## config.mk

```make
export PLATFORM = sky130hd
export DESIGN_NAME = fcma_top
export DESIGN_NICKNAME = d
export VERILOG_FILES = /design/src/logic/fcma_pkg.sv /design/src/logic/fcma_cmp.sv /design/src/logic/fcma_sync.sv /design/src/logic/fcma_top.sv
export SDC_FILE = /design/constraint.sdc
export NUM_CORES = 1
export LEC_CHECK = 0
export BUFFER_PORTS_ARGS = -buffer_cell sky130_fd_sc_hd__buf_2
export CAP_MARGIN = 20
export CORE_UTILIZATION = 56
export DETAILED_ROUTE_END_ITERATION = 10
export HOLD_SLACK_MARGIN = 0.12
export PLACE_DENSITY = 0.78
export SLEW_MARGIN = 30
export SYNTH_ARGS = -nofsm -noshare
export SYNTH_HDL_FRONTEND = slang
export SYNTH_HIERARCHICAL = 1
export SYNTH_SLANG_ARGS = --single-unit
```

## constraint.sdc

```tcl
create_clock -name i_clk -period 8.6 [get_ports i_clk]
set_input_delay 0.43 -clock i_clk [delete_from_list [all_inputs] [get_ports i_clk]]
set_output_delay 0.43 -clock i_clk [all_outputs]
set_load 0.005 [all_outputs]
```

## src/logic/fcma_pkg.sv

```systemverilog
package fcma_pkg;

    // clock and frame timing
    localparam int CLK_PERIOD_NS = 10;
    localparam int FRAME_TYP_MS  = 25;
    localparam int FRAME_MAX_MS  = 36;
    localparam int FRAME_CYC     = FRAME_TYP_MS * 1000000 / CLK_PERIOD_NS;
    localparam int FRAME_MAX_CYC = FRAME_MAX_MS * 1000000 / CLK_PERIOD_NS;
    localparam int FRAME_W       = 22;

    // channels and word layout
    localparam int NCH    = 5;
    localparam int RES_W  = 16;
    localparam int ACC_W  = 12;
    localparam int PAD_W  = RES_W - ACC_W;
    localparam logic [2:0] CH_VCC   = 3'h0;
    localparam logic [2:0] CH_MON_A = 3'h1;
    localparam logic [2:0] CH_MON_B = 3'h2;
    localparam logic [2:0] CH_MON_C = 3'h3;
    localparam logic [2:0] CH_TEMP  = 3'h4;
    localparam logic [2:0] CH_LAST  = CH_TEMP;

    // register byte offsets
    localparam logic [7:0] ADDR_RESULT0 = 8'h00;
    localparam logic [7:0] ADDR_STATUS  = 8'h14;
    localparam logic [7:0] ADDR_MASK    = 8'h18;
    localparam logic [7:0] ADDR_CTRL    = 8'h1c;
    localparam logic [7:0] ADDR_PINS    = 8'h20;
    localparam logic [7:0] ADDR_LIMIT0  = 8'h40;
    localparam logic [7:0] ADDR_NONE    = 8'hff;

    // status and mask layout
    localparam int ST_DONE_LSB = 0;
    localparam int ST_HI_LSB   = 5;
    localparam int ST_LO_LSB   = 10;
    localparam int ST_W        = 15;

    // control bits
    localparam int CTRL_ALARM_OUT    = 0;
    localparam int CTRL_MAIN_PROTECT = 1;
    localparam int CTRL_RUN          = 2;
    localparam int CTRL_W            = 3;
    localparam logic [CTRL_W-1:0] CTRL_RST = 3'h4;

    // limit reset values
    localparam logic [RES_W-1:0] LIM_HI_RST_U = 16'hffff;
    localparam logic [RES_W-1:0] LIM_LO_RST_U = 16'h0000;
    localparam logic [RES_W-1:0] LIM_HI_RST_S = 16'h7fff;
    localparam logic [RES_W-1:0] LIM_LO_RST_S = 16'h8000;

    // pin synchroniser layout and reset
    localparam int PIN_WP   = 0;
    localparam int PIN_IN_A = 1;
    localparam int PIN_IN_B = 2;
    localparam int PIN_OD_A = 3;
    localparam int PIN_OD_B = 4;
    localparam int PIN_W    = 5;
    localparam logic [PIN_W-1:0] PIN_RST = 5'h19;

    typedef enum logic [1:0] {
        SEQ_IDLE  = 2'b00,
        SEQ_START = 2'b01,
        SEQ_WAIT  = 2'b10
    } fcma_seq_type;

    typedef struct packed {
        logic [NCH-1:0][RES_W-1:0] res;
        logic [NCH-1:0][RES_W-1:0] lim_hi;
        logic [NCH-1:0][RES_W-1:0] lim_lo;
        logic [ST_W-1:0]           status;
        logic [ST_W-1:0]           mask;
        logic [CTRL_W-1:0]         ctrl;
        fcma_seq_type              seq;
        logic [2:0]                chan;
        logic [FRAME_W-1:0]        frame_cnt;
        logic                      conv_start;
        logic [NCH-1:0]            fresh;
        logic                      dph_wr;
        logic [7:0]                dph_addr;
        logic [31:0]               hrdata;
        logic                      irq;
        logic                      od_a_rel;
        logic                      od_b_rel;
    } fcma_state_type;

    localparam fcma_state_type STATE_RST = '{
        res:        '0,
        lim_hi:     {LIM_HI_RST_S, {4{LIM_HI_RST_U}}},
        lim_lo:     {LIM_LO_RST_S, {4{LIM_LO_RST_U}}},
        status:     '0,
        mask:       '0,
        ctrl:       CTRL_RST,
        seq:        SEQ_IDLE,
        chan:       3'h0,
        frame_cnt:  '0,
        conv_start: 1'b0,
        fresh:      '0,
        dph_wr:     1'b0,
        dph_addr:   ADDR_NONE,
        hrdata:     32'h0000_0000,
        irq:        1'b0,
        od_a_rel:   1'b1,
        od_b_rel:   1'b1
    };

endpackage

```

## src/logic/fcma_cmp.sv

```systemverilog
`timescale 1ns/1ps
module fcma_cmp (
    // operands
    input  wire logic [15:0] i_value,
    input  wire logic [15:0] i_hi,
    input  wire logic [15:0] i_lo,
    input  wire logic        i_signed,
    // result
    output logic             o_above,
    output logic             o_below
);

    always_comb begin
        if (i_signed) begin
            o_above = $signed(i_value) > $signed(i_hi);
            o_below = $signed(i_value) < $signed(i_lo);
        end else begin
            o_above = i_value > i_hi;
            o_below = i_value < i_lo;
        end
    end

endmodule

```

## src/logic/fcma_sync.sv

```systemverilog
`timescale 1ns/1ps
module fcma_sync #(
    parameter int                W         = 1,
    parameter logic [W-1:0]      P_RST_VAL = '0
) (
    // clock and reset
    input  wire logic         i_clk,
    input  wire logic         i_sys_rst,
    // levels
    input  wire logic [W-1:0] i_async,
    output logic      [W-1:0] o_sync
);

    logic [W-1:0] meta_r;
    logic [W-1:0] sync_r;

    always_ff @(posedge i_clk or posedge i_sys_rst) begin
        if (i_sys_rst) begin
            meta_r <= P_RST_VAL;
            sync_r <= P_RST_VAL;
        end else begin
            meta_r <= i_async;
            sync_r <= meta_r;
        end
    end

    assign o_sync = sync_r;

endmodule

```

## src/logic/fcma_top.sv

```systemverilog
// Contract
// each channel read as 16-bit word, 12-bit result left-justified
// reader masks the four low bits before computing a value
// channels refreshed one after another in fixed rotating order each frame
// a finished conversion sets that channel's done bit
// results compared to high and low limits, alarm flag set on excursion
// interrupt enable per channel for its limit alarms
// first open-drain output can assert while any channel is out of limit
// two buffers: input a to output a, input b to output b
// protect pin low means no protection; pin has an internal pull-up
// temperature is two's complement, 7fff top, 8000 bottom
// supply word unsigned, 100 uV per count
// analog inputs unsigned, 38.147 uV per count, ffff is full scale
// one full rotation per frame of 25 ms typical, 36 ms at most
// temperature upper byte whole degrees, lower byte 1/256 degree
// writes blocked only while protect pin high and main protect bit set; code never blocks writes to the status clear register
// each 16-bit result captured whole, never mixed across conversions
`timescale 1ns/1ps
module fcma_top
    import fcma_pkg::*;
#(
    parameter int P_FRAME_CYC = fcma_pkg::FRAME_CYC
) (
    // clock and reset
    input  wire logic                     i_clk,
    input  wire logic                     i_sys_rst,
    // ahb-lite slave
    input  wire logic                     i_hsel,
    input  wire logic [31:0]              i_haddr,
    input  wire logic [1:0]               i_htrans,
    input  wire logic                     i_hwrite,
    input  wire logic [2:0]               i_hsize,
    input  wire logic [31:0]              i_hwdata,
    input  wire logic                     i_hready,
    output logic      [31:0]              o_hrdata,
    output logic                          o_hreadyout,
    output logic                          o_hresp,
    // converter handshake
    output logic                          o_conv_start,
    output logic      [2:0]               o_conv_chan,
    input  wire logic                     i_conv_done,
    input  wire logic [fcma_pkg::ACC_W-1:0] i_conv_data,
    // pins
    input  wire logic                     i_write_protect_pin,
    input  wire logic                     i_buffer_input_a,
    input  wire logic                     i_buffer_input_b,
    input  wire logic                     i_open_drain_output_a,
    input  wire logic                     i_open_drain_output_b,
    output logic                          o_open_drain_output_a,
    output logic                          o_open_drain_output_a_oe_n,
    output logic                          o_open_drain_output_b,
    output logic                          o_open_drain_output_b_oe_n,
    // interrupt
    output logic                          o_irq
);
    import fcma_pkg::*;

    fcma_state_type    st_r;
    fcma_state_type    st_nxt;
    logic [PIN_W-1:0]  pins_sync;
    logic [NCH-1:0]    above;
    logic [NCH-1:0]    below;
    logic              protect;
    logic              take;
    logic              hit;
    logic [31:0]       rd_mux;
    logic [ST_W-1:0]   set_bits;
    logic [2:0]        lim_idx;
    logic [2:0]        res_idx;

    fcma_sync #(
        .W         (PIN_W),
        .P_RST_VAL (PIN_RST)
    ) u_sync (
        .i_clk     (i_clk),
        .i_sys_rst (i_sys_rst),
        .i_async   ({i_open_drain_output_b, i_open_drain_output_a,
                     i_buffer_input_b, i_buffer_input_a, i_write_protect_pin}),
        .o_sync    (pins_sync)
    );

    // one comparator per channel, temperature signed
    for (genvar g = 0; g < NCH; g++) begin : g_cmp
        fcma_cmp u_cmp (
            .i_value  (st_r.res[g]),
            .i_hi     (st_r.lim_hi[g]),
            .i_lo     (st_r.lim_lo[g]),
            .i_signed (1'(g == int'(CH_TEMP))),
            .o_above  (above[g]),
            .o_below  (below[g])
        );
    end

    assign protect = pins_sync[PIN_WP] & st_r.ctrl[CTRL_MAIN_PROTECT];
    assign take    = i_hsel & i_htrans[1] & i_hready;
    assign hit     = (i_haddr[31:8] == 24'h00_0000) & (i_haddr[1:0] == 2'b00);
    assign res_idx = i_haddr[4:2];
    assign lim_idx = st_r.dph_addr[5:3];

    // read mux, sampled at the address phase
    always_comb begin
        rd_mux = 32'h0000_0000;
        if (!hit) begin
            rd_mux = 32'h0000_0000;
        end else if (i_haddr[7:5] == 3'h0 && res_idx < 3'(NCH)) begin
            rd_mux[RES_W-1:0] = st_r.res[res_idx];
        end else if (i_haddr[7:0] == ADDR_STATUS) begin
            rd_mux[ST_W-1:0] = st_r.status;
        end else if (i_haddr[7:0] == ADDR_MASK) begin
            rd_mux[ST_W-1:0] = st_r.mask;
        end else if (i_haddr[7:0] == ADDR_CTRL) begin
            rd_mux[CTRL_W-1:0] = st_r.ctrl;
        end else if (i_haddr[7:0] == ADDR_PINS) begin
            rd_mux[PIN_W:0] = {pins_sync, protect};
        end else if (i_haddr[7:6] == ADDR_LIMIT0[7:6] && i_haddr[5:3] < 3'(NCH)) begin
            if (i_haddr[2]) begin
                rd_mux[RES_W-1:0] = st_r.lim_lo[i_haddr[5:3]];
            end else begin
                rd_mux[RES_W-1:0] = st_r.lim_hi[i_haddr[5:3]];
            end
        end
    end

    // sticky events: done per channel, then high and low alarms
    assign set_bits = {st_r.fresh & below, st_r.fresh & above, st_r.fresh};

    always_comb begin
        st_nxt            = st_r;
        st_nxt.conv_start = 1'b0;
        st_nxt.fresh      = '0;

        // free-running frame timer
        if (st_r.frame_cnt == '0) begin
            st_nxt.frame_cnt = FRAME_W'(P_FRAME_CYC - 1);
        end else begin
            st_nxt.frame_cnt = st_r.frame_cnt - 1'b1;
        end

        // round-robin conversion sequencer
        case (st_r.seq)
            SEQ_IDLE: begin
                if (st_r.frame_cnt == '0 && st_r.ctrl[CTRL_RUN]) begin
                    st_nxt.chan = CH_VCC;
                    st_nxt.seq  = SEQ_START;
                end
            end
            SEQ_START: begin
                st_nxt.conv_start = 1'b1;
                st_nxt.seq        = SEQ_WAIT;
            end
            SEQ_WAIT: begin
                if (i_conv_done) begin
                    // whole word stored in one edge, low bits zero
                    st_nxt.res[st_r.chan]   = {i_conv_data, PAD_W'(0)};
                    st_nxt.fresh[st_r.chan] = 1'b1;
                    if (st_r.chan == CH_LAST) begin
                        st_nxt.seq = SEQ_IDLE;
                    end else begin
                        st_nxt.chan = st_r.chan + 3'h1;
                        st_nxt.seq  = SEQ_START;
                    end
                end
            end
            default: begin
                st_nxt.seq = SEQ_IDLE;
            end
        endcase

        // write data phase
        if (st_r.dph_wr) begin
            if (st_r.dph_addr == ADDR_STATUS) begin
                st_nxt.status = st_r.status & ~i_hwdata[ST_W-1:0];
            end else if (protect) begin
                st_nxt.status = st_r.status;
            end else if (st_r.dph_addr == ADDR_MASK) begin
                st_nxt.mask = i_hwdata[ST_W-1:0];
            end else if (st_r.dph_addr == ADDR_CTRL) begin
                st_nxt.ctrl = i_hwdata[CTRL_W-1:0];
            end else if (st_r.dph_addr[7:6] == ADDR_LIMIT0[7:6] && lim_idx < 3'(NCH)) begin
                if (st_r.dph_addr[2]) begin
                    st_nxt.lim_lo[lim_idx] = i_hwdata[RES_W-1:0];
                end else begin
                    st_nxt.lim_hi[lim_idx] = i_hwdata[RES_W-1:0];
                end
            end
        end
        // set wins over a clear in the same cycle
        st_nxt.status = st_nxt.status | set_bits;

        // address phase
        st_nxt.dph_wr   = take & i_hwrite;
        st_nxt.dph_addr = hit ? i_haddr[7:0] : ADDR_NONE;
        if (take && !i_hwrite) begin
            st_nxt.hrdata = rd_mux;
        end

        // interrupt and pins
        st_nxt.irq      = |(st_r.status & st_r.mask);
        st_nxt.od_a_rel = pins_sync[PIN_IN_A]
                        | (st_r.ctrl[CTRL_ALARM_OUT]
                           & |st_r.status[ST_W-1:ST_HI_LSB]);
        st_nxt.od_b_rel = pins_sync[PIN_IN_B];
    end

    always_ff @(posedge i_clk or posedge i_sys_rst) begin
        if (i_sys_rst) begin
            st_r <= STATE_RST;
        end else begin
            st_r <= st_nxt;
        end
    end

    // zero-wait slave, always okay
    assign o_hrdata     = st_r.hrdata;
    assign o_hreadyout  = 1'b1;
    assign o_hresp      = 1'b0;
    assign o_conv_start = st_r.conv_start;
    assign o_conv_chan  = st_r.chan;
    assign o_irq        = st_r.irq;

    // open drain: pin pulled low when enable is low
    assign o_open_drain_output_a      = 1'b0;
    assign o_open_drain_output_a_oe_n = st_r.od_a_rel;
    assign o_open_drain_output_b      = 1'b0;
    assign o_open_drain_output_b_oe_n = st_r.od_b_rel;

endmodule
```

==> flow_metrics.env <==
export IMPL_h_tree_depth=2
export IMPL_ir_worst_vdd_mv=0.1652
export IMPL_start_util=0.5696
export IMPL_hp_class="in -> reg"
export IMPL_die_area_um2=34940
export IMPL_tns_ps=0
export IMPL_slew_viol_final=0
export IMPL_max_clock_path_buffers=3
export IMPL_hold_viol=0
export IMPL_maxCapViolCount=0
export IMPL_synthCells=1702
export IMPL_wirelength_um=56020
export IMPL_antennaDiodeCount=0
export IMPL_synth_edf_count=0
export IMPL_stdcell_area_um2=21340
export IMPL_synth_main_ff_cell="dfrtp_1"
export IMPL_critPathCaptureType="register"
export IMPL_drive_above_1_share=0.3268
export IMPL_synth_area_mux_share=0.2071
export IMPL_syn_to_final_growth_pct=11.44
export IMPL_grt_pass1_vias=14420
export IMPL_reg2reg_depth=4
export IMPL_synth_simple_area_share=0.08711
export IMPL_antenna_found_initial=1
export IMPL_final_setup_viol_count=0
export IMPL_ys_seq_area_frac=0.4298
export IMPL_vias=14450
export IMPL_port_buffers=94
export IMPL_async_flop_share=1.000
export IMPL_grt_pass1_wl_um=86190
export IMPL_arrival_ps=3240
export IMPL_cts_sinks=324
export IMPL_rsz0062_at_grt="false"
export IMPL_pin_count=135
export IMPL_synth_cell_types=69
export IMPL_avgSynthCellArea_um2=11.25
export IMPL_total_power_mw=4.915
export IMPL_r2r_start="st_r[76]"
export IMPL_cts_clk_slew_worst_paths_ps=70
export IMPL_final_cell_mix="mux2_2, dfrtp_1, inv_1"
export IMPL_gp_congestion=0.9789
export IMPL_cts_resized=0
export IMPL_r2r_end="st_r[307]"
export IMPL_finClkSkew_ps=14.40
export IMPL_status="finished, final reports clean"
export IMPL_fill_cells=2571
export IMPL_wire_per_inst_um=24.43
export IMPL_syn_cell_area_um2=19150
export IMPL_cts_tree="done"
export IMPL_ant_nets=0
export IMPL_gr_total_overflow=0
export IMPL_root_buffer="clkbuf_16"
export IMPL_die_w_um=186.9
export IMPL_core_um2=33620
export IMPL_powerDensity_nw_per_um2=230.4
export IMPL_cp_start_kind="input pin"
export IMPL_dp_hpwl_um=40340
export IMPL_crit_required_ps=9010
export IMPL_final_common_cell="mux2_2"
export IMPL_hp_start="i_hwrite"
export IMPL_placed_area_um2=20070
export IMPL_drtIter0Drc=1518
export IMPL_slew_headroom=0.3097
export IMPL_grt_max_degree=173
export IMPL_grt_use_total=0.3261
export IMPL_dr_pass1_iters=7
export IMPL_vias_per_cell=6.301
export IMPL_fmax_mhz=354.6
export IMPL_p_leak_nw=10.02
export IMPL_period_share=0.3280
export IMPL_crit_fanout=29
export IMPL_synth_xor_area_share=0.008691
export IMPL_fin_nets=2069
export IMPL_hold_end="st_r[43]"
export IMPL_synth_top_family_by_area="multiplexers"
export IMPL_synth_seq_cells=324
export IMPL_path_class="in -> reg"
export IMPL_die_h_um=186.9
export IMPL_worst_pin_slew_ps=1033
export IMPL_whs_path_depth=3
export IMPL_startpoint="i_haddr[3]"
export IMPL_route_detailed_drc=0
export IMPL_synth_compound_area_share=0.09671
export IMPL_period_needed_ps=2820
export IMPL_synthAdderAreaFrac=0.1032
export IMPL_r2r_slack_ps=5780
export IMPL_rows=67
export IMPL_cts_made_buffers=36
export IMPL_clk_latency_ps=520
export IMPL_ys_warnings_count=6
worst max-delay path by stage:
stage | cells past startpoint | endpoint | slack, ps
6_report | 7 | o_hrdata[14] | 5780
5_1_grt | 7 | o_hrdata[14] | 5600
4_1_cts | 4 | st_r[307] | 5760
3_5_place_dp | 7 | o_hrdata[14] | 5260
3_3_place_gp | 7 | o_hrdata[14] | 5270
2_1_floorplan | 1 | o_conv_chan[0] | 4060
area by class of cell:
class	instances	area (um^2)	area share
Tap cell	448	560.5	0.02627
Sequential cell	324	8229	0.3857
Inverter	186	701.9	0.03290
Clock inverter	13	133.9	0.006274
Multi-Input combinational cell	1150	9956	0.4666
Clock buffer	51	1028	0.04820
Timing Repair Buffer	121	728.2	0.03413
metrics by stage:
step           worst slack [ps]  hold WS (ps)  std cells  utilization
2_1_floorplan              4061         265.9       1770            -
3_3_place_gp               5267         338.7       2221       0.5962
3_5_place_dp               5265         336.4       2221       0.5971
4_1_cts                    5758         146.9       2291       0.6335
5_1_grt                    5605         161.6       2293       0.6348
6_report                   5780         157.2       2293       0.6348
cell usage after synthesis, types with 14 or more instances:
cell / instances / area (um^2)
nand4_1: 22 / 137.6
a21o_1: 32 / 240.2
a22oi_1: 19 / 142.6
a21oi_1: 75 / 375.4
o22ai_1: 20 / 125.1
nor2_1: 60 / 225.2
nand2_1: 82 / 307.8
o21ai_0: 52 / 260.3
buf_4: 40 / 300.3
dfstp_2: 97 / 2549
nand3_1: 25 / 125.1
nor2b_1: 20 / 125.1
clkbuf_1: 50 / 187.7
mux4_2: 43 / 968.4
a31oi_1: 14 / 87.58
dfrtp_1: 227 / 5680
nand2b_1: 14 / 87.58
mux2_2: 255 / 2872
ha_1: 158 / 1977
inv_1: 186 / 698.2
sequential cells by signal, summed over array words and instances (netlist names), 3 cells and up:
signal	flops
o_conv_chan	3
u_sync/o_sync	5
u_sync/meta_r	5
st_r	283
lim_idx	3
set_bits	5
o_hrdata	16
metal layers:
layer,vias up,wire [um],part of all wire,GRT usage
met5,-,0,0,0
met4,0,3118,0.056,0.1633
met3,173,5288,0.094,0.06341
met2,816,25150,0.45,0.5042
met1,7204,22460,0.40,0.4405
li1,6255,-,-,-
worst max-delay path, stage by stage:
cell and delay [ps]:
buf_2 600, buf_4 590, mux4_2 590, mux2_2 280
o21ai_0 270, o221ai_1 150, a32o_1 270
power by group:
group	leakage, nW	internal [mW]	switching [mW]
Clock	0.564	0.898	0.632
Combinational	5.42	0.638	0.805
Sequential	4.03	1.71	0.231
Total	10.0	3.25	1.67
logic make-up (layout without fill, tap and decap cells):
group / Yosys count / after routing
flops: 324 / 324
mux: 308 / 308
simple gates: 308 / 308
buf+inv: 296 / 371
compound gates: 287 / 287
fa+ha+maj: 158 / 158
xor+xnor: 19 / 19
other cells: 2 / 70
what timing repair did:
item,in CTS,in global routing
setup endpoints to repair,0,0
setup buffers,0,0
hold buffers,6,0
hold endpoints to repair,9,0
Note: power is estimated with default switching activity, not from simulation.
